File: src/lms_defs.svh
// Constants for the line modulation sublayer handshake block.
// Assumes a 50 MHz system clock; included by bare name.
`ifndef LMS_DEFS_SVH
`define LMS_DEFS_SVH

// -----------------------------------------------------------------
// Widths
// -----------------------------------------------------------------
`define LMS_FRAME_W        16
`define LMS_LEN_W          11
`define LMS_KIND_W         2
`define LMS_POS_W          7

// -----------------------------------------------------------------
// Timing
// -----------------------------------------------------------------
`define LMS_CLK_HZ         50000000
`define LMS_SYM_RATE_HZ    4000
`define LMS_SYM_CYCLES     (`LMS_CLK_HZ / `LMS_SYM_RATE_HZ)
`define LMS_SF_DATA_SYMS   68

// -----------------------------------------------------------------
// Reset values
// -----------------------------------------------------------------
`define LMS_LEN_RST        11'h0F0

`endif

File: src/lms_pkg.sv
// Types shared by the line modulation sublayer handshake block.
// Assumes nothing of its surroundings.
package lms_pkg;

  // -----------------------------------------------------------------
  // Symbol kinds on the line stream
  // -----------------------------------------------------------------
  typedef enum logic [1:0] {
    LMS_KIND_DATA,
    LMS_KIND_FLAG,
    LMS_KIND_SYNC
  } lms_kind_t;

  // -----------------------------------------------------------------
  // Transmit sequencer states
  // -----------------------------------------------------------------
  typedef enum logic [1:0] {
    LMS_TX_IDLE,
    LMS_TX_REQ,
    LMS_TX_WAIT,
    LMS_TX_SYNC
  } lms_tx_state_t;

  // -----------------------------------------------------------------
  // Control request causes
  // -----------------------------------------------------------------
  typedef enum logic [1:0] {
    LMS_CAUSE_NONE,
    LMS_CAUSE_NOTICE,
    LMS_CAUSE_RX_NEED
  } lms_cause_t;

endpackage

File: src/lms_line_sublayer.sv
// Handshake logic at the boundary of the line modulation sublayer.
// Assumes all partners run on clk; the line side drains a buffered stream.
`timescale 1ns/1ps
`default_nettype none
`include "lms_defs.svh"

module lms_line_sublayer #(
  parameter int SYM_CYCLES = `LMS_SYM_CYCLES
) (
  // Clock and reset
  input  wire logic                     clk,
  input  wire logic                     rst_n,
  // Transmit framing sublayer: payload frames
  output logic                          symbol_data_xfer_req,
  input  wire logic                     symbol_data_xfer_cfm,
  input  wire logic [`LMS_FRAME_W-1:0]  symbol_data_xfer_bits,
  output logic [`LMS_LEN_W-1:0]         symbol_data_xfer_len,
  // Transmit framing sublayer: sync flag
  input  wire logic                     sync_flag_xfer_req,
  output logic                          sync_flag_xfer_cfm,
  // Line side transmit stream
  output logic                          tx_sym_valid,
  input  wire logic                     tx_sym_ready,
  output logic [`LMS_FRAME_W-1:0]       tx_sym_data,
  output logic [`LMS_KIND_W-1:0]        tx_sym_kind,
  // Line side receive stream
  input  wire logic                     rx_sym_valid,
  input  wire logic [`LMS_KIND_W-1:0]   rx_sym_kind,
  input  wire logic [`LMS_FRAME_W-1:0]  rx_sym_data,
  // Receive framing sublayer
  output logic                          symbol_data_xfer_ind,
  output logic [`LMS_FRAME_W-1:0]       symbol_data_xfer_ind_bits,
  output logic                          sync_flag_xfer_ind,
  // Near-end control functions
  input  wire logic                     param_change_notice,
  input  wire logic                     rx_reconfig_need,
  output logic                          far_param_change_xfer_req,
  output logic [1:0]                    far_param_change_xfer_cause,
  input  wire logic                     far_param_change_xfer_cfm,
  input  wire logic                     far_param_change_xfer_ind,
  input  wire logic [`LMS_LEN_W-1:0]    far_param_change_xfer_len,
  // Status
  output logic [`LMS_POS_W-1:0]         superframe_pos,
  output logic                          sync_flag_busy
);

  localparam int BUF_W = `LMS_FRAME_W + `LMS_KIND_W;

  // -----------------------------------------------------------------
  // Symbol-rate divider
  // -----------------------------------------------------------------
  logic [15:0] div_r;
  wire         sym_tick = (div_r == 16'(SYM_CYCLES - 1));

  // One enable pulse per symbol period at the framing-side rate.
  always_ff @(posedge clk) begin
    if (!rst_n) begin
      div_r <= 16'h0000;
    end else begin
      div_r <= sym_tick ? 16'h0000 : div_r + 16'h0001;
    end
  end

  // -----------------------------------------------------------------
  // Transmit buffer toward the line
  // -----------------------------------------------------------------
  logic             buf_in_valid;
  logic             buf_in_ready;
  logic [BUF_W-1:0] buf_in_data;
  logic             buf_out_valid;
  logic [BUF_W-1:0] buf_out_data;
  logic [1:0]       buf_count;

  lms_pair_buf #(
    .W (BUF_W)
  ) u_buf (
    .clk       (clk),
    .rst_n     (rst_n),
    .in_valid  (buf_in_valid),
    .in_ready  (buf_in_ready),
    .in_data   (buf_in_data),
    .out_valid (buf_out_valid),
    .out_ready (tx_sym_ready),
    .out_data  (buf_out_data),
    .count     (buf_count)
  );

  assign tx_sym_valid = buf_out_valid;
  assign tx_sym_kind  = buf_out_data[BUF_W-1 -: `LMS_KIND_W];
  assign tx_sym_data  = buf_out_data[`LMS_FRAME_W-1:0];

  // -----------------------------------------------------------------
  // Transmit sequencer state
  // -----------------------------------------------------------------
  lms_pkg::lms_tx_state_t   tx_state_r;
  lms_pkg::lms_tx_state_t   tx_state_nxt;
  logic                     tick_pend_r;
  logic [`LMS_POS_W-1:0]    pos_r;
  logic                     flag_pend_r;
  logic                     flag_sent_r;
  logic                     flag_cfm_r;
  logic [`LMS_LEN_W-1:0]    len_r;
  logic [`LMS_LEN_W-1:0]    len_pend_r;
  logic                     len_upd_r;

  // Free slots decide who may claim the buffer this cycle.
  wire free_two  = (buf_count == 2'h0);
  wire free_one  = (buf_count != 2'h2);
  wire in_wait   = (tx_state_r == lms_pkg::LMS_TX_WAIT);
  wire in_req    = (tx_state_r == lms_pkg::LMS_TX_REQ);
  wire in_sync   = (tx_state_r == lms_pkg::LMS_TX_SYNC);
  wire last_data = (pos_r == 7'(`LMS_SF_DATA_SYMS - 1));

  // A flag may jump ahead of an outstanding frame only if a slot stays reserved
  // for that frame's confirm, so no confirmed word is ever refused.
  wire flag_push = flag_pend_r & ~in_sync & ~symbol_data_xfer_cfm &
                   (in_wait ? free_two : free_one);
  wire sync_push = in_sync & buf_in_ready;
  wire data_push = in_wait & symbol_data_xfer_cfm;
  wire can_req   = in_req & (free_two | (free_one & ~flag_push));
  wire flag_pop  = buf_out_valid & tx_sym_ready &
                   (tx_sym_kind == `LMS_KIND_W'(lms_pkg::LMS_KIND_FLAG));

  // One strobe per data symbol, issued only when the confirm has room.
  assign symbol_data_xfer_req = can_req;
  assign symbol_data_xfer_len = len_r;
  assign sync_flag_xfer_cfm   = flag_cfm_r;
  assign sync_flag_busy       = flag_pend_r | flag_sent_r;
  assign superframe_pos       = pos_r;

  // Buffer write mux: confirmed data first, then sync symbol, then flag.
  assign buf_in_valid = data_push | sync_push | flag_push;
  assign buf_in_data  =
    data_push ? {`LMS_KIND_W'(lms_pkg::LMS_KIND_DATA), symbol_data_xfer_bits} :
    sync_push ? {`LMS_KIND_W'(lms_pkg::LMS_KIND_SYNC), `LMS_FRAME_W'(0)} :
                {`LMS_KIND_W'(lms_pkg::LMS_KIND_FLAG), `LMS_FRAME_W'(0)};

  // Sequencer: tick, request, wait confirm, and after symbol 67 a sync symbol.
  always_comb begin
    tx_state_nxt = tx_state_r;
    case (tx_state_r)
      lms_pkg::LMS_TX_IDLE: begin
        if (tick_pend_r) begin
          tx_state_nxt = lms_pkg::LMS_TX_REQ;
        end
      end
      lms_pkg::LMS_TX_REQ: begin
        if (can_req) begin
          tx_state_nxt = lms_pkg::LMS_TX_WAIT;
        end
      end
      lms_pkg::LMS_TX_WAIT: begin
        if (data_push) begin
          tx_state_nxt = last_data ? lms_pkg::LMS_TX_SYNC
                                   : lms_pkg::LMS_TX_IDLE;
        end
      end
      lms_pkg::LMS_TX_SYNC: begin
        if (sync_push) begin
          tx_state_nxt = lms_pkg::LMS_TX_IDLE;
        end
      end
      default: begin
        tx_state_nxt = lms_pkg::LMS_TX_IDLE;
      end
    endcase
  end

  // State, pending tick and superframe position.
  always_ff @(posedge clk) begin
    if (!rst_n) begin
      tx_state_r  <= lms_pkg::LMS_TX_IDLE;
      tick_pend_r <= 1'b0;
      pos_r       <= '0;
    end else begin
      tx_state_r  <= tx_state_nxt;
      // A tick landing as the old one is consumed is kept.
      tick_pend_r <= sym_tick | (tick_pend_r & ~(in_req & can_req));
      if (data_push) begin
        pos_r <= last_data ? '0 : pos_r + 7'h01;
      end
    end
  end

  // Flag life: pending until queued, sent until the line takes it.
  always_ff @(posedge clk) begin
    if (!rst_n) begin
      flag_pend_r <= 1'b0;
      flag_sent_r <= 1'b0;
      flag_cfm_r  <= 1'b0;
    end else begin
      flag_pend_r <= sync_flag_xfer_req | (flag_pend_r & ~flag_push);
      flag_sent_r <= flag_push | (flag_sent_r & ~flag_pop);
      flag_cfm_r  <= flag_pop;
    end
  end

  // New transmit length is taken at the next symbol tick, whatever the sequencer state, so also while a frame awaits its confirm.
  always_ff @(posedge clk) begin
    if (!rst_n) begin
      len_r      <= `LMS_LEN_RST;
      len_pend_r <= `LMS_LEN_RST;
      len_upd_r  <= 1'b0;
    end else begin
      if (far_param_change_xfer_ind) begin
        len_pend_r <= far_param_change_xfer_len;
      end
      len_upd_r <= far_param_change_xfer_ind | (len_upd_r & ~sym_tick);
      if (len_upd_r && sym_tick) begin
        len_r <= len_pend_r;
      end
    end
  end

  // -----------------------------------------------------------------
  // Receive path toward the framing sublayer
  // -----------------------------------------------------------------
  wire rx_is_data = rx_sym_valid &
                    (rx_sym_kind == `LMS_KIND_W'(lms_pkg::LMS_KIND_DATA));
  wire rx_is_flag = rx_sym_valid &
                    (rx_sym_kind == `LMS_KIND_W'(lms_pkg::LMS_KIND_FLAG));

  // One symbol per cycle in, one indication per cycle out, so the flag
  // indication falls between the frames exactly as on the line.
  always_ff @(posedge clk) begin
    if (!rst_n) begin
      symbol_data_xfer_ind      <= 1'b0;
      symbol_data_xfer_ind_bits <= '0;
      sync_flag_xfer_ind        <= 1'b0;
    end else begin
      symbol_data_xfer_ind <= rx_is_data;
      sync_flag_xfer_ind   <= rx_is_flag;
      if (rx_is_data) begin
        symbol_data_xfer_ind_bits <= rx_sym_data;
      end
    end
  end

  // -----------------------------------------------------------------
  // Control requests toward the near-end control functions
  // -----------------------------------------------------------------
  logic notice_pend_r;
  logic need_pend_r;
  logic ctl_busy_r;
  logic ctl_req_r;
  logic [1:0] ctl_cause_r;

  // Only one request outstanding; the notice wins over the receive need.
  wire ctl_issue   = ~ctl_busy_r & (notice_pend_r | need_pend_r);
  wire issue_notic = ctl_issue & notice_pend_r;
  wire issue_need  = ctl_issue & ~notice_pend_r;

  assign far_param_change_xfer_req   = ctl_req_r;
  assign far_param_change_xfer_cause = ctl_cause_r;

  // Pending causes: a new event in the issue cycle survives the clear.
  always_ff @(posedge clk) begin
    if (!rst_n) begin
      notice_pend_r <= 1'b0;
      need_pend_r   <= 1'b0;
    end else begin
      notice_pend_r <= param_change_notice | (notice_pend_r & ~issue_notic);
      need_pend_r   <= rx_reconfig_need | (need_pend_r & ~issue_need);
    end
  end

  // Strobe and busy flag; the confirm paces the next request.
  always_ff @(posedge clk) begin
    if (!rst_n) begin
      ctl_req_r   <= 1'b0;
      ctl_busy_r  <= 1'b0;
      ctl_cause_r <= 2'(lms_pkg::LMS_CAUSE_NONE);
    end else begin
      ctl_req_r  <= ctl_issue;
      ctl_busy_r <= ctl_issue | (ctl_busy_r & ~far_param_change_xfer_cfm);
      if (ctl_issue) begin
        ctl_cause_r <= issue_notic ? 2'(lms_pkg::LMS_CAUSE_NOTICE)
                                   : 2'(lms_pkg::LMS_CAUSE_RX_NEED);
      end
    end
  end

endmodule

`default_nettype wire

File: src/lms_pair_buf.sv
// Two-entry buffer with valid and ready on both sides.
// Assumes one clock and a synchronous active-low reset.
`timescale 1ns/1ps
`default_nettype none

module lms_pair_buf #(
  parameter int W = 18
) (
  // Clock and reset
  input  wire logic         clk,
  input  wire logic         rst_n,
  // Fill side
  input  wire logic         in_valid,
  output logic              in_ready,
  input  wire logic [W-1:0] in_data,
  // Drain side
  output logic              out_valid,
  input  wire logic         out_ready,
  output logic [W-1:0]      out_data,
  // Occupancy
  output logic [1:0]        count
);

  // -----------------------------------------------------------------
  // Storage and pointers
  // -----------------------------------------------------------------
  logic [W-1:0] mem_r [0:1];
  logic         wr_idx_r;
  logic         rd_idx_r;
  logic [1:0]   cnt_r;
  wire          push = in_valid & in_ready;
  wire          pop  = out_valid & out_ready;

  // Honest flags: full only at two entries, so a stalled drain really fills it.
  assign in_ready  = (cnt_r != 2'h2);
  assign out_valid = (cnt_r != 2'h0);
  assign out_data  = mem_r[rd_idx_r];
  assign count     = cnt_r;

  // Each entry loads when the write pointer selects it.
  genvar gi;
  generate
    for (gi = 0; gi < 2; gi++) begin : g_ent
      always_ff @(posedge clk) begin
        if (!rst_n) begin
          mem_r[gi] <= '0;
        end else if (push && (wr_idx_r == 1'(gi))) begin
          mem_r[gi] <= in_data;
        end
      end
    end
  endgenerate

  // Pointers and occupancy move with push and pop.
  always_ff @(posedge clk) begin
    if (!rst_n) begin
      wr_idx_r <= 1'b0;
      rd_idx_r <= 1'b0;
      cnt_r    <= 2'h0;
    end else begin
      if (push) wr_idx_r <= ~wr_idx_r;
      if (pop)  rd_idx_r <= ~rd_idx_r;
      cnt_r <= cnt_r + {1'b0, push} - {1'b0, pop};
    end
  end

endmodule

`default_nettype wire

File: config.mk
export PLATFORM = sky130hd
export DESIGN_NAME = lms_line_sublayer
export DESIGN_NICKNAME = d
export VERILOG_FILES = /design/src/lms_pkg.sv /design/src/lms_line_sublayer.sv /design/src/lms_pair_buf.sv
export VERILOG_INCLUDE_DIRS = /design/src /design/src/src
export SDC_FILE = /design/constraint.sdc
export NUM_CORES = 1
export LEC_CHECK = 0
export BUFFER_PORTS_ARGS = -buffer_cell sky130_fd_sc_hd__buf_2
export CAP_MARGIN = 20
export CELL_PAD_IN_SITES_DETAIL_PLACEMENT = 0
export CELL_PAD_IN_SITES_GLOBAL_PLACEMENT = 1
export CORE_ASPECT_RATIO = 1.75
export CORE_MARGIN = 4
export CORE_UTILIZATION = 41
export CTS_CLUSTER_DIAMETER = 50
export CTS_CLUSTER_SIZE = 20
export DETAILED_ROUTE_END_ITERATION = 7
export GPL_ROUTABILITY_DRIVEN = 0
export MAX_ROUTING_LAYER = met4
export PLACE_DENSITY = 0.89
export SYNTH_ARGS = -nofsm -noshare
export SYNTH_HDL_FRONTEND = slang
export SYNTH_SLANG_ARGS = --single-unit
File: constraint.sdc
create_clock -name clk -period 2.93 [get_ports clk]
set_input_delay 0.293 -clock clk [delete_from_list [all_inputs] [get_ports clk]]
set_output_delay 0.293 -clock clk [all_outputs]
set_load 0.05 [all_outputs]
==> results.rst, run 1 <==
.. list-table::
   :header-rows: 1

   * - Metric
     - Value
   * - Result of the run
     - complete, no violations
   * - Number of warnings printed during yosys synthesis
     - 0
   * - Std cell rows
     - 51
   * - Worst-case register-to-register setup slack
     - 0.92 ns
   * - Largest family of logic cells by synthesized area
     - simple AND/OR/NAND/NOR gates
   * - Detail-routed net length per standard cell
     - 14.8 µm
   * - Most frequent standard cell in the layout excluding fill and tap cells
     - sky130_fd_sc_hd__buf_2
   * - Number of storage elements in the synthesis netlist
     - 117
   * - Share of the yosys chip area belonging to registers
     - 56.6%
   * - Number of max-slew violations in the final report
     - 0
   * - Endpoint type of the worst setup path
     - output port
   * - Dominant register cell in the synthesized netlist
     - sky130_fd_sc_hd__dfxtp_1
   * - Vias post-DR
     - 3598
   * - Clock skew after layout
     - 0.00789 ns
   * - Overall overflow remaining after global route
     - 0
   * - Number of global-route vias before repair
     - 3687
   * - Critical Path Start Type
     - flop
   * - Avg Cell Area, Syn
     - 10.5 µm²
   * - Largest net degree at the start of global routing
     - 48
   * - First-pass GRT wire length
     - 17400 µm
   * - Number of DRC markers after the initial detailed-route iteration
     - 144
   * - Clock tree root driver cell
     - sky130_fd_sc_hd__clkbuf_16
   * - Routed wire length on met2
     - 5810 µm
   * - Transition time at the pin with the least slew margin
     - 0.891 ns
   * - Max layer used
     - met4
   * - Critical path class
     - flop to output port
   * - TritonCTS clock tree
     - yes
   * - Share of async-settable or async-resettable flops after synthesis
     - 0%
   * - Die height
     - 151 µm
   * - Largest area contributor in the synthesized netlist
     - sky130_fd_sc_hd__dfxtp_1
   * - Total met3 wirelength after detailed routing
     - 555 µm
   * - Number of clock sinks seen by CTS
     - 117
   * - Post-CTS Setup Inserts
     - 0
   * - Synth Net Count
     - 512
   * - Post-DP HPWL
     - 7580 µm
   * - Fraction of post-synthesis cell area in the top cell type by area
     - 34.0%
   * - Pre-CTS setup slack
     - 0.896 ns
   * - Post-DRT Antenna Nets
     - 0
   * - Clock period minus worst slack
     - 2.17 ns
   * - Latest clock arrival within the worst-skew pair
     - 0.40 ns
   * - Data arrival time of the critical path
     - 1.88 ns
   * - Highest ir drop seen on vdd
     - 0.000488 V
   * - Synth Instances
     - 453
   * - Max Fclk
     - 460 MHz
   * - Effective utilization at floorplan
     - 42.3%
   * - Simple-Gate Fraction of Synth Area
     - 20.6%
   * - Ratio of cells with drive above 1 in the final layout
     - 30.0%
   * - Adder and majority cell fraction of the synthesized area
     - 1.05%
   * - Quantity of hold-fixing buffers added after cts
     - 0
   * - Critical-path maximum fanout
     - 18
   * - Clock Path Buffers
     - 2
   * - Total track usage
     - 17.1%
   * - Data required time of the critical path
     - 2.64 ns
   * - Die area
     - 0.0135 mm²
   * - Number of flops mapped to enable cells by yosys
     - 36
   * - Wl on met1
     - 4010 µm
   * - Clock transition at the registers of the reported paths
     - 0.05 ns
   * - Final-layout setup total negative slack
     - 0 ns
   * - Post-synthesis compound-gate area fraction
     - 5.24%
   * - Core Region
     - 0.0113 mm²
   * - Max transition margin
     - 40.3%
   * - Top-Level Pins
     - 116
   * - Number of antenna violations at the first check in global routing
     - 2
   * - Count of buffers from port buffering
     - 115
   * - Number of search-and-repair iterations in the first detailed-routing pass
     - 4
   * - RSZ-0062 raised after global routing
     - false
   * - Power density of the placed cells
     - 732 mW/mm²
   * - Number of max-cap violations
     - 0
   * - Most frequent cells in the layout
     - sky130_fd_sc_hd__buf_2, sky130_fd_sc_hd__dfxtp_1, sky130_fd_sc_hd__nand2_1
   * - Sum of routed wire length over all layers
     - 10600 µm
   * - H-tree depth
     - 4
   * - Tcrit/Tclk final
     - 74.2%
   * - Worst Hold Class
     - input pin to flop
   * - Post-synthesis instance area
     - 0.00477 mm²
   * - Drt drc
     - 0
   * - Synth-to-layout area growth
     - 26.6%
   * - Final Hold Vio Count
     - 0
   * - Total CTS buffers
     - 17
   * - Distinct cell type count after synthesis
     - 48
   * - Net count reported at finish
     - 626
   * - Routed via count divided by cell count
     - 5.04
   * - Multiplexer fraction of the synthesized cell area
     - 9.09%
   * - Leakage Power
     - 2.73 nW
   * - Most area-consuming cells after synthesis
     - sky130_fd_sc_hd__dfxtp_1, sky130_fd_sc_hd__edfxtp_1, sky130_fd_sc_hd__and3_1
   * - Setup slack after layout
     - 0.756 ns
   * - CTS-repair resized insts
     - 0
   * - Final setup viols
     - 0
   * - Die boundary width
     - 89.6 µm
   * - Post-Synth XOR/XNOR Area
     - 4.22%
power by group:
group	internal [W]	switching, W	leakage (nW)
registers	0.00175	0.0000702	1.03
logic	0.000201	0.000412	1.41
clock network	0.00132	0.000676	0.279
total	0.00327	0.00116	2.73
layer usage:
metal / global-route usage, % / up-vias
met5: - / -
met4: 6.86 / 0
met3: 4.76 / 15
met2: 29.8 / 86
met1: 17.6 / 1677
li1: - / 1820
stage by stage:
step                      cell area (µm²)  std cells  util [%]  hold slack, ns  total power [W]
after floorplan                      4770        453         -           0.394          0.00231
after CTS                            6010        711      53.2          0.0637          0.00448
after global placement               5430        679      48.1           0.442          0.00246
after global routing                 6040        714      53.5          0.0748          0.00461
final                                6040        714      53.5          0.0769          0.00443
after detailed placement             5430        679      48.1           0.443          0.00247
final timing paths:
path                                      from                           end  cells past startpoint
setup reg to reg                u_buf.count[0]            u_buf.mem_r[0][16]                      4
setup / recovery                          flop                tx_sym_kind[0]                      2
hold reg to reg   symbol_data_xfer_ind_bits[9]  symbol_data_xfer_ind_bits[9]                      2
hold / removal       far_param_change_xfer_cfm                    ctl_busy_r                      2
registers in the layout, indices dropped and copies added, names as in the netlist, 2 cells and up, named ones only:
name / cells
div_r: 16
far_param_change_xfer_cause: 2
len_pend_r: 11
superframe_pos: 7
symbol_data_xfer_ind_bits: 16
symbol_data_xfer_len: 11
tx_state_r: 2
u_buf.count: 2
u_buf.mem_r: 36
Yosys cell counts, types with 4 or more instances:
cell                       instances
sky130_fd_sc_hd__nor4_1            6
sky130_fd_sc_hd__mux2i_1          22
sky130_fd_sc_hd__nor3_1            5
sky130_fd_sc_hd__a21oi_1          25
sky130_fd_sc_hd__mux2_2           19
sky130_fd_sc_hd__and3_1           37
sky130_fd_sc_hd__edfxtp_1         36
sky130_fd_sc_hd__nand3_1           9
sky130_fd_sc_hd__nand2_1          55
sky130_fd_sc_hd__xnor2_1          15
sky130_fd_sc_hd__nor2_1           46
sky130_fd_sc_hd__xor2_1            8
sky130_fd_sc_hd__o21ai_0           4
sky130_fd_sc_hd__dfxtp_1          81
sky130_fd_sc_hd__ha_1              4
sky130_fd_sc_hd__nand4_1           9
sky130_fd_sc_hd__inv_1             8
sky130_fd_sc_hd__clkbuf_1         15
worst max-delay path, cell delays in order, from the launching register on:
cell and delay (ns):
sky130_fd_sc_hd__dfxtp_1 0.82, sky130_fd_sc_hd__mux2_2 0.44, sky130_fd_sc_hd__buf_2 0.22
layout make-up:
cell class              count  area (µm²)
repair buffers            119         626
flip-flops and latches    117        2700
well taps                 132         165
clock inverters             8        98.8
diodes                      2        5.00
inverters                  10        37.5
multi-input cells         302        1930
clock buffers              24         483
fillers                  1013        5250
logic make-up after synthesis:
kind of cell    count (synthesis)
simple gates                  194
flops                         117
mux                            41
compound gates                 40
buf+inv                        34
xor+xnor                       23
fa+ha+maj                       4
No activity file was read; power rests on OpenSTA's default activity.
==> run 2, diff against run 1 <==
clock period = 2.25 ns   (was 2.93 ns; I/O delays follow)
==> run 2 against run 1 <==
Final cell count increased by 0.84%; hold slack got worse by 0.046 ns; clock power increased by 27%; count of clock-buffer cells in the layout decreased by 5; clock skew decreased by 0.0024 ns; first-iteration DRC count increased by 30%; core utilization increased by 0.23 points; via count increased by 2.0%; largest power group unchanged; power increased by 29%; critical path depth increased by 1; register-to-register slack got worse by 0.59 ns; sequential share of layout area decreased by 0.19 points.
==> results.rst, run 2 (same netlist as run 1, synthesis figures left out) <==
.. list-table::
   :header-rows: 1

   * - Metric
     - Value
   * - Result of the run
     - complete, no violations (unchanged)
   * - Number of clock sinks seen by CTS
     - 117 (unchanged)
   * - Total CTS buffers
     - 17 (unchanged)
   * - Final setup viols
     - 0 (unchanged)
   * - H-tree depth
     - 4 (unchanged)
   * - Count of buffer and inverter cells on the critical path
     - 2 (was 1)
   * - Worst Hold Class
     - input pin to flop (unchanged)
   * - Pre-CTS setup slack
     - 0.208 ns (was 0.896 ns)
   * - Ant diodes
     - 0 (was 2)
   * - Number of max-slew violations in the final report
     - 0 (unchanged)
   * - Core Region
     - 0.0113 mm² (unchanged)
   * - Detail-routed net length per standard cell
     - 14.5 µm (was 14.8 µm)
   * - TritonCTS clock tree
     - yes (unchanged)
   * - Clock skew after layout
     - 0.00553 ns (was 0.00789 ns)
   * - Die height
     - 151 µm (unchanged)
   * - Critical Path Start Type
     - flop (unchanged)
   * - Post-layout power
     - 0.00572 W (was 0.00443 W)
   * - Final Hold Vio Count
     - 0 (unchanged)
   * - Met2 Track Usage GR
     - 29.1% (was 29.8%)
   * - Area occupied by multi-input gates
     - 0.00193 mm² (about the same)
   * - Most frequent cells in the layout
     - sky130_fd_sc_hd__buf_2, sky130_fd_sc_hd__dfxtp_1, sky130_fd_sc_hd__nand2_1 (unchanged)
   * - Sum of routed wire length over all layers
     - 10500 µm (was 10600 µm)
   * - Routed via count divided by cell count
     - 5.10 (was 5.04)
   * - Die boundary width
     - 89.6 µm (unchanged)
   * - Top reg by flops
     - u_buf.mem_r (unchanged)
   * - Max Fclk
     - 491 MHz
   * - Top-Level Pins
     - 116 (unchanged)
   * - Total track usage
     - 17.2% (was 17.1%)
   * - Count of buffers from port buffering
     - 115 (unchanged)
   * - Number of antenna violations at the first check in global routing
     - 0 (was 2)
   * - Endpoint type of the worst setup path
     - output port (unchanged)
   * - Data arrival time of the critical path
     - 1.81 ns (was 1.88 ns)
   * - Area post-placement
     - 0.00549 mm² (was 0.00543 mm²)
   * - Number of search-and-repair iterations in the first detailed-routing pass
     - 6 (was 4)
   * - Latest clock arrival within the worst-skew pair
     - 0.40 ns (about the same)
   * - Clock tree root driver cell
     - sky130_fd_sc_hd__clkbuf_16 (unchanged)
   * - Die area
     - 0.0135 mm² (unchanged)
   * - Number of max-cap violations
     - 0 (unchanged)
   * - Transition time at the pin with the least slew margin
     - 0.572 ns (was 0.891 ns)
   * - Cell breakdown of the critical path
     - buf_4 -> mux2_2 -> buf_2 (was mux2_2 -> buf_2)
   * - Number of DRC markers after the initial detailed-route iteration
     - 187 (was 144)
   * - Largest net degree at the start of global routing
     - 48 (unchanged)
   * - Most heavily used metal layer in global routing
     - met2 (unchanged)
   * - Vias post-DR
     - 3670 (was 3598)
   * - Post-layout instance area
     - 0.00607 mm² (was 0.00604 mm²)
   * - Setup slack after layout
     - 0.213 ns (was 0.756 ns)
   * - Flip-flop count of the largest register after layout
     - 36 (unchanged)
   * - Post-DRT Antenna Nets
     - 0 (unchanged)
   * - Number of global-route vias before repair
     - 3774 (was 3687)
   * - Final-layout setup total negative slack
     - 0 ns (unchanged)
   * - Number of fillers in the final layout
     - 961 (was 1013)
   * - Met3 demand-to-capacity share in global routing
     - 5.15% (was 4.76%)
   * - Power density of the placed cells
     - 942 mW/mm² (was 732 mW/mm²)
   * - Flip-flop and latch area
     - 0.00270 mm² (unchanged)
   * - Data required time of the critical path
     - 2.03 ns (was 2.64 ns)
   * - Synth-to-layout area growth
     - 27.1% (was 26.6%)
   * - Registers with the most flip-flops
     - u_buf.mem_r (36), div_r (16), symbol_data_xfer_ind_bits (16) (unchanged)
   * - Max transition margin
     - 61.8% (was 40.3%)
   * - Clock Path Buffers
     - 2 (unchanged)
   * - GR Util met1
     - 18.2% (was 17.6%)
   * - Net count reported at finish
     - 634 (was 626)
   * - Most frequent standard cell in the layout excluding fill and tap cells
     - sky130_fd_sc_hd__buf_2 (unchanged)
   * - Overall overflow remaining after global route
     - 0 (unchanged)
   * - Clock transition at the registers of the reported paths
     - 0.05 ns (about the same)
   * - Post-DP HPWL
     - 7600 µm (was 7580 µm)
   * - RSZ-0062 raised after global routing
     - false (unchanged)
   * - Std cell rows
     - 51 (unchanged)
   * - Highest ir drop seen on vdd
     - 0.000632 V (was 0.000488 V)
   * - Ratio of cells with drive above 1 in the final layout
     - 31.0% (was 30.0%)
   * - Top cell family by delay on the critical path
     - flip-flops (unchanged)
   * - Drt drc
     - 0 (unchanged)
   * - Master of the slowest instance on the critical path
     - sky130_fd_sc_hd__dfxtp_1 (unchanged)
   * - Critical-path maximum fanout
     - 11 (was 18)
   * - Critical path class
     - flop to output port (unchanged)
   * - Leakage Power
     - 2.75 nW (was 2.73 nW)
   * - Effective utilization at floorplan
     - 42.3% (unchanged)
   * - First-pass GRT wire length
     - 17400 µm (about the same)
   * - Clock period minus worst slack
     - 2.04 ns
   * - Largest stage delay on the critical path
     - 0.53 ns (was 0.82 ns)
   * - Tcrit/Tclk final
     - 90.6%
==> run 2: tightest hold or removal path, stage by stage <==
cell	delay, ns
sky130_fd_sc_hd__buf_2	0.08
sky130_fd_sc_hd__a21oi_1	0.03
sky130_fd_sc_hd__nor2_1	0.06
==> run 2: cell type report <==
class / count / area share, %
Multi-Input combinational cell: 302 / 31.8
Tap cell: 132 / 2.72
Timing Repair Buffer: 127 / 11.0
Sequential cell: 117 / 44.5
Inverter: 10 / 0.618
Clock inverter: 13 / 2.16
Clock buffer: 19 / 7.13
==> run 2: path summary, 6_finish.rpt <==
kind                           startpoint                           end  slack (ns)  cells past startpoint
max                                  flop                tx_sym_kind[1]        0.21                      3
min                    sync_flag_xfer_req                   flag_pend_r        0.03                      3
max reg2reg                u_buf.count[0]            u_buf.mem_r[1][17]        0.33                      5
min reg2reg  symbol_data_xfer_ind_bits[9]  symbol_data_xfer_ind_bits[9]        0.45                      2
==> run 2: routing by layer <==
| layer | up-vias | wire length [µm] |
|---|---|---|
| met3 | 12 | 507 |
| met2 | 101 | 5660 |
| met1 | 1726 | 4070 |
| met4 | 0 | 224 |
| li1 | 1831 | - |
| met5 | - | 0 |
==> run 2: power breakdown <==
part	switching [W]	internal (W)	leakage, nW
clock network	0.000909	0.00162	0.269
registers	0.0000711	0.00228	1.03
logic	0.000569	0.000275	1.44
total	0.00155	0.00417	2.75
==> run 2: metrics by stage <==
stage | hold WS, ns | utilization, % | instances
after floorplan | 0.326 | - | 453
final | 0.0307 | 53.7 | 720
after CTS | 0.0174 | 53.7 | 720
after global routing | 0.0116 | 53.7 | 720
after detailed placement | 0.414 | 48.6 | 687
after global placement | 0.416 | 48.6 | 687
==> run 2: what timing repair did <==
action / 4_1_cts / 5_1_grt
endpoints found under the hold margin: 1 / 0
buffers inserted: 0 / 0
setup endpoints to repair: 0 / 17
gates resized for setup: 0 / 1
hold buffers: 1 / 0
==> run 3, diff against run 2 <==
CORE_UTILIZATION = 44   (was 41)
PLACE_DENSITY = 0.93   (was 0.89)
clock period = 2.65 ns   (was 2.25 ns; I/O delays follow)
==> run 3 against run 2 <==
Final cell count is 1.3% lower; count of clock-buffer cells in the layout is 2 lower; final area is 0.85% lower; sequential power fell by 14%; clock power fell by 12%; wire length is 0.24% higher; global-route usage is 0.94 points higher; setup slack better by 0.24 ns; power shrank 14%; register-to-register slack better by 0.32 ns; first-iteration DRC count increased by 0.53%; flip-flop and latch count is the same; highest routed layer unchanged.
==> results.rst, run 3 (same netlist as run 1, synthesis figures left out) <==
.. list-table::
   :header-rows: 1

   * - Metric
     - Value
   * - Drt drc
     - 0 (unchanged)
   * - Routed via count divided by cell count
     - 5.17 (was 5.10)
   * - Data arrival time of the critical path
     - 1.93 ns (was 1.81 ns)
   * - Critical Path Start Type
     - flop (unchanged)
   * - Number of antenna violations at the first check in global routing
     - 0 (unchanged)
   * - Detail-routed net length per standard cell
     - 14.7 µm (was 14.5 µm)
   * - Highest ir drop seen on vdd
     - 0.000753 V (was 0.000632 V)
   * - Cell breakdown of the critical path
     - mux2_2 -> buf_2 (was buf_4 -> mux2_2 -> buf_2)
   * - Setup slack after layout
     - 0.453 ns (was 0.213 ns)
   * - Ratio of cells with drive above 1 in the final layout
     - 30.8% (was 31.0%)
   * - Non-Filler Instances
     - 711 (was 720)
   * - Number of placed cells counting well taps
     - 679 (was 687)
   * - Tcrit/Tclk final
     - 82.9%
   * - Max Fclk
     - 455 MHz
   * - Transition time at the pin with the least slew margin
     - 0.897 ns (was 0.572 ns)
   * - RSZ-0062 raised after global routing
     - false (unchanged)
   * - Number of global-route vias before repair
     - 3769 (was 3774)
   * - Die area
     - 0.0126 mm² (was 0.0135 mm²)
   * - Result of the run
     - complete, no violations (unchanged)
   * - Number of max-slew violations in the final report
     - 0 (unchanged)
   * - Worst Hold Class
     - input pin to flop (unchanged)
   * - Total track usage
     - 18.1% (was 17.2%)
   * - Most frequent standard cell in the layout excluding fill and tap cells
     - sky130_fd_sc_hd__buf_2 (unchanged)
   * - Synth-to-layout area growth
     - 26.1% (was 27.1%)
   * - Flip-flop count of the largest register after layout
     - 36 (unchanged)
   * - Top reg by flops
     - u_buf.mem_r (unchanged)
   * - Critical path class
     - flop to output port (unchanged)
   * - Quantity of hold-fixing buffers added after cts
     - 0 (was 1)
   * - Pre-CTS setup slack
     - 0.683 ns (was 0.208 ns)
   * - Critical-path maximum fanout
     - 18 (was 11)
   * - Clock transition at the registers of the reported paths
     - 0.06 ns (was 0.05 ns)
   * - Cell count of the worst hold path
     - 2 (was 3)
   * - Ant diodes
     - 0 (unchanged)
   * - Post-DRT Antenna Nets
     - 0 (unchanged)
   * - Top-Level Pins
     - 116 (unchanged)
   * - TritonCTS clock tree
     - yes (unchanged)
   * - Post-CTS Setup Inserts
     - 0 (unchanged)
   * - Max transition margin
     - 39.9% (was 61.8%)
   * - Number of clock sinks seen by CTS
     - 117 (unchanged)
   * - Vias post-DR
     - 3679 (was 3670)
   * - Leakage Power
     - 2.73 nW (was 2.75 nW)
   * - Post-layout power
     - 0.00493 W (was 0.00572 W)
   * - Worst-case register-to-register setup slack
     - 0.65 ns (was 0.33 ns)
   * - Sum of routed wire length over all layers
     - 10500 µm (about the same)
   * - Registers with the most flip-flops
     - u_buf.mem_r (36), div_r (16), symbol_data_xfer_ind_bits (16) (unchanged)
   * - First-pass GRT wire length
     - 17700 µm (was 17400 µm)
   * - Die height
     - 146 µm (was 151 µm)
   * - Count of buffers from port buffering
     - 115 (unchanged)
   * - Effective utilization at floorplan
     - 44.9% (was 42.3%)
   * - Final Hold Vio Count
     - 0 (unchanged)
   * - Net count reported at finish
     - 627 (was 634)
   * - Core Region
     - 0.0106 mm² (was 0.0113 mm²)
   * - Number of search-and-repair iterations in the first detailed-routing pass
     - 4 (was 6)
   * - Clock skew after layout
     - 0.00588 ns (was 0.00553 ns)
   * - Post-DP HPWL
     - 7500 µm (was 7600 µm)
   * - Most frequent cells in the layout
     - sky130_fd_sc_hd__buf_2, sky130_fd_sc_hd__dfxtp_1, sky130_fd_sc_hd__nand2_1 (unchanged)
   * - Power density of the placed cells
     - 818 mW/mm² (was 942 mW/mm²)
   * - Largest stage delay on the critical path
     - 0.85 ns (was 0.53 ns)
   * - H-tree depth
     - 4 (unchanged)
   * - Clock period minus worst slack
     - 2.20 ns
   * - Overall overflow remaining after global route
     - 0 (unchanged)
   * - Number of DRC markers after the initial detailed-route iteration
     - 188 (was 187)
   * - Core Util, Final
     - 56.6% (was 53.7%)
   * - Latest clock arrival within the worst-skew pair
     - 0.41 ns (was 0.40 ns)
   * - Master of the slowest instance on the critical path
     - sky130_fd_sc_hd__dfxtp_1 (unchanged)
   * - Clock tree root driver cell
     - sky130_fd_sc_hd__clkbuf_16 (unchanged)
   * - Data required time of the critical path
     - 2.38 ns (was 2.03 ns)
   * - Length in cells of the worst reg-to-reg path
     - 4 (was 5)
   * - Endpoint type of the worst setup path
     - output port (unchanged)
   * - Total CTS buffers
     - 17 (unchanged)
   * - CTS-repair resized insts
     - 0 (unchanged)
   * - Number of max-cap violations
     - 0 (unchanged)
   * - Clock Path Buffers
     - 2 (unchanged)
   * - Die boundary width
     - 86.7 µm (was 89.6 µm)
   * - Final setup viols
     - 0 (unchanged)
   * - Largest net degree at the start of global routing
     - 48 (unchanged)
   * - Final-layout setup total negative slack
     - 0 ns (unchanged)
   * - Std cell rows
     - 50 (was 51)
run 3: cell count changes in the layout (fill, tap and decap cells not counted), moves of 2 or more:
cell,change
sky130_fd_sc_hd__buf_4,-6
sky130_fd_sc_hd__clkbuf_1,-2
sky130_fd_sc_hd__clkinv_1,-2
sky130_fd_sc_hd__clkinv_2,+2
sky130_fd_sc_hd__clkinv_4,+2
run 3: report_power, final:
part | internal (W) | total [W] | leakage (nW) | switching (W)
sequential | 0.00193 | 0.00201 | 1.03 | 0.0000794
combinational | 0.000224 | 0.000689 | 1.41 | 0.000465
clock | 0.00139 | 0.00223 | 0.285 | 0.000839
total | 0.00354 | 0.00493 | 2.73 | 0.00138
run 3: area by class of cell:
type | count | area (µm²)
Timing Repair Buffer | 120 | 613
Clock buffer | 17 | 425
Sequential cell | 117 | 2700
Inverter | 10 | 37.5
Multi-Input combinational cell | 302 | 1920
Clock inverter | 15 | 155
Tap cell | 130 | 163
Fill cell | 927 | 4620
run 3: worst max-delay path: cells and delay by family, from the launching register on:
family   cells  cell delay [ns]
flops        1             0.85
mux          1             0.44
buf+inv      1             0.22
run 3: final timing paths:
| kind | start | endpoint |
|---|---|---|
| worst max-delay path | flop | tx_sym_kind[1] |
| worst min-delay path | far_param_change_xfer_cfm | ctl_busy_r |
| worst max register to register | u_buf.count[0] | u_buf.mem_r[0][1] |
| worst min register to register | symbol_data_xfer_ind_bits[11] | symbol_data_xfer_ind_bits[11] |
run 3: per-stage QoR:
step / hold WS, ns / instance area (µm²)
after floorplan: 0.366 / 4770
after global placement: 0.441 / 5440
after detailed placement: 0.447 / 5440
after CTS: 0.0230 / 6020
after global routing: 0.0392 / 6020
final: 0.0374 / 6020
run 3: metal layers:
layer	vias to the layer above	track usage, %	part of all wire (%)
met2	112	30.4	53
met1	1719	18.8	38
met5	-	-	0
met4	0	8.74	3.2
li1	1820	-	-
met3	28	5.61	5.7
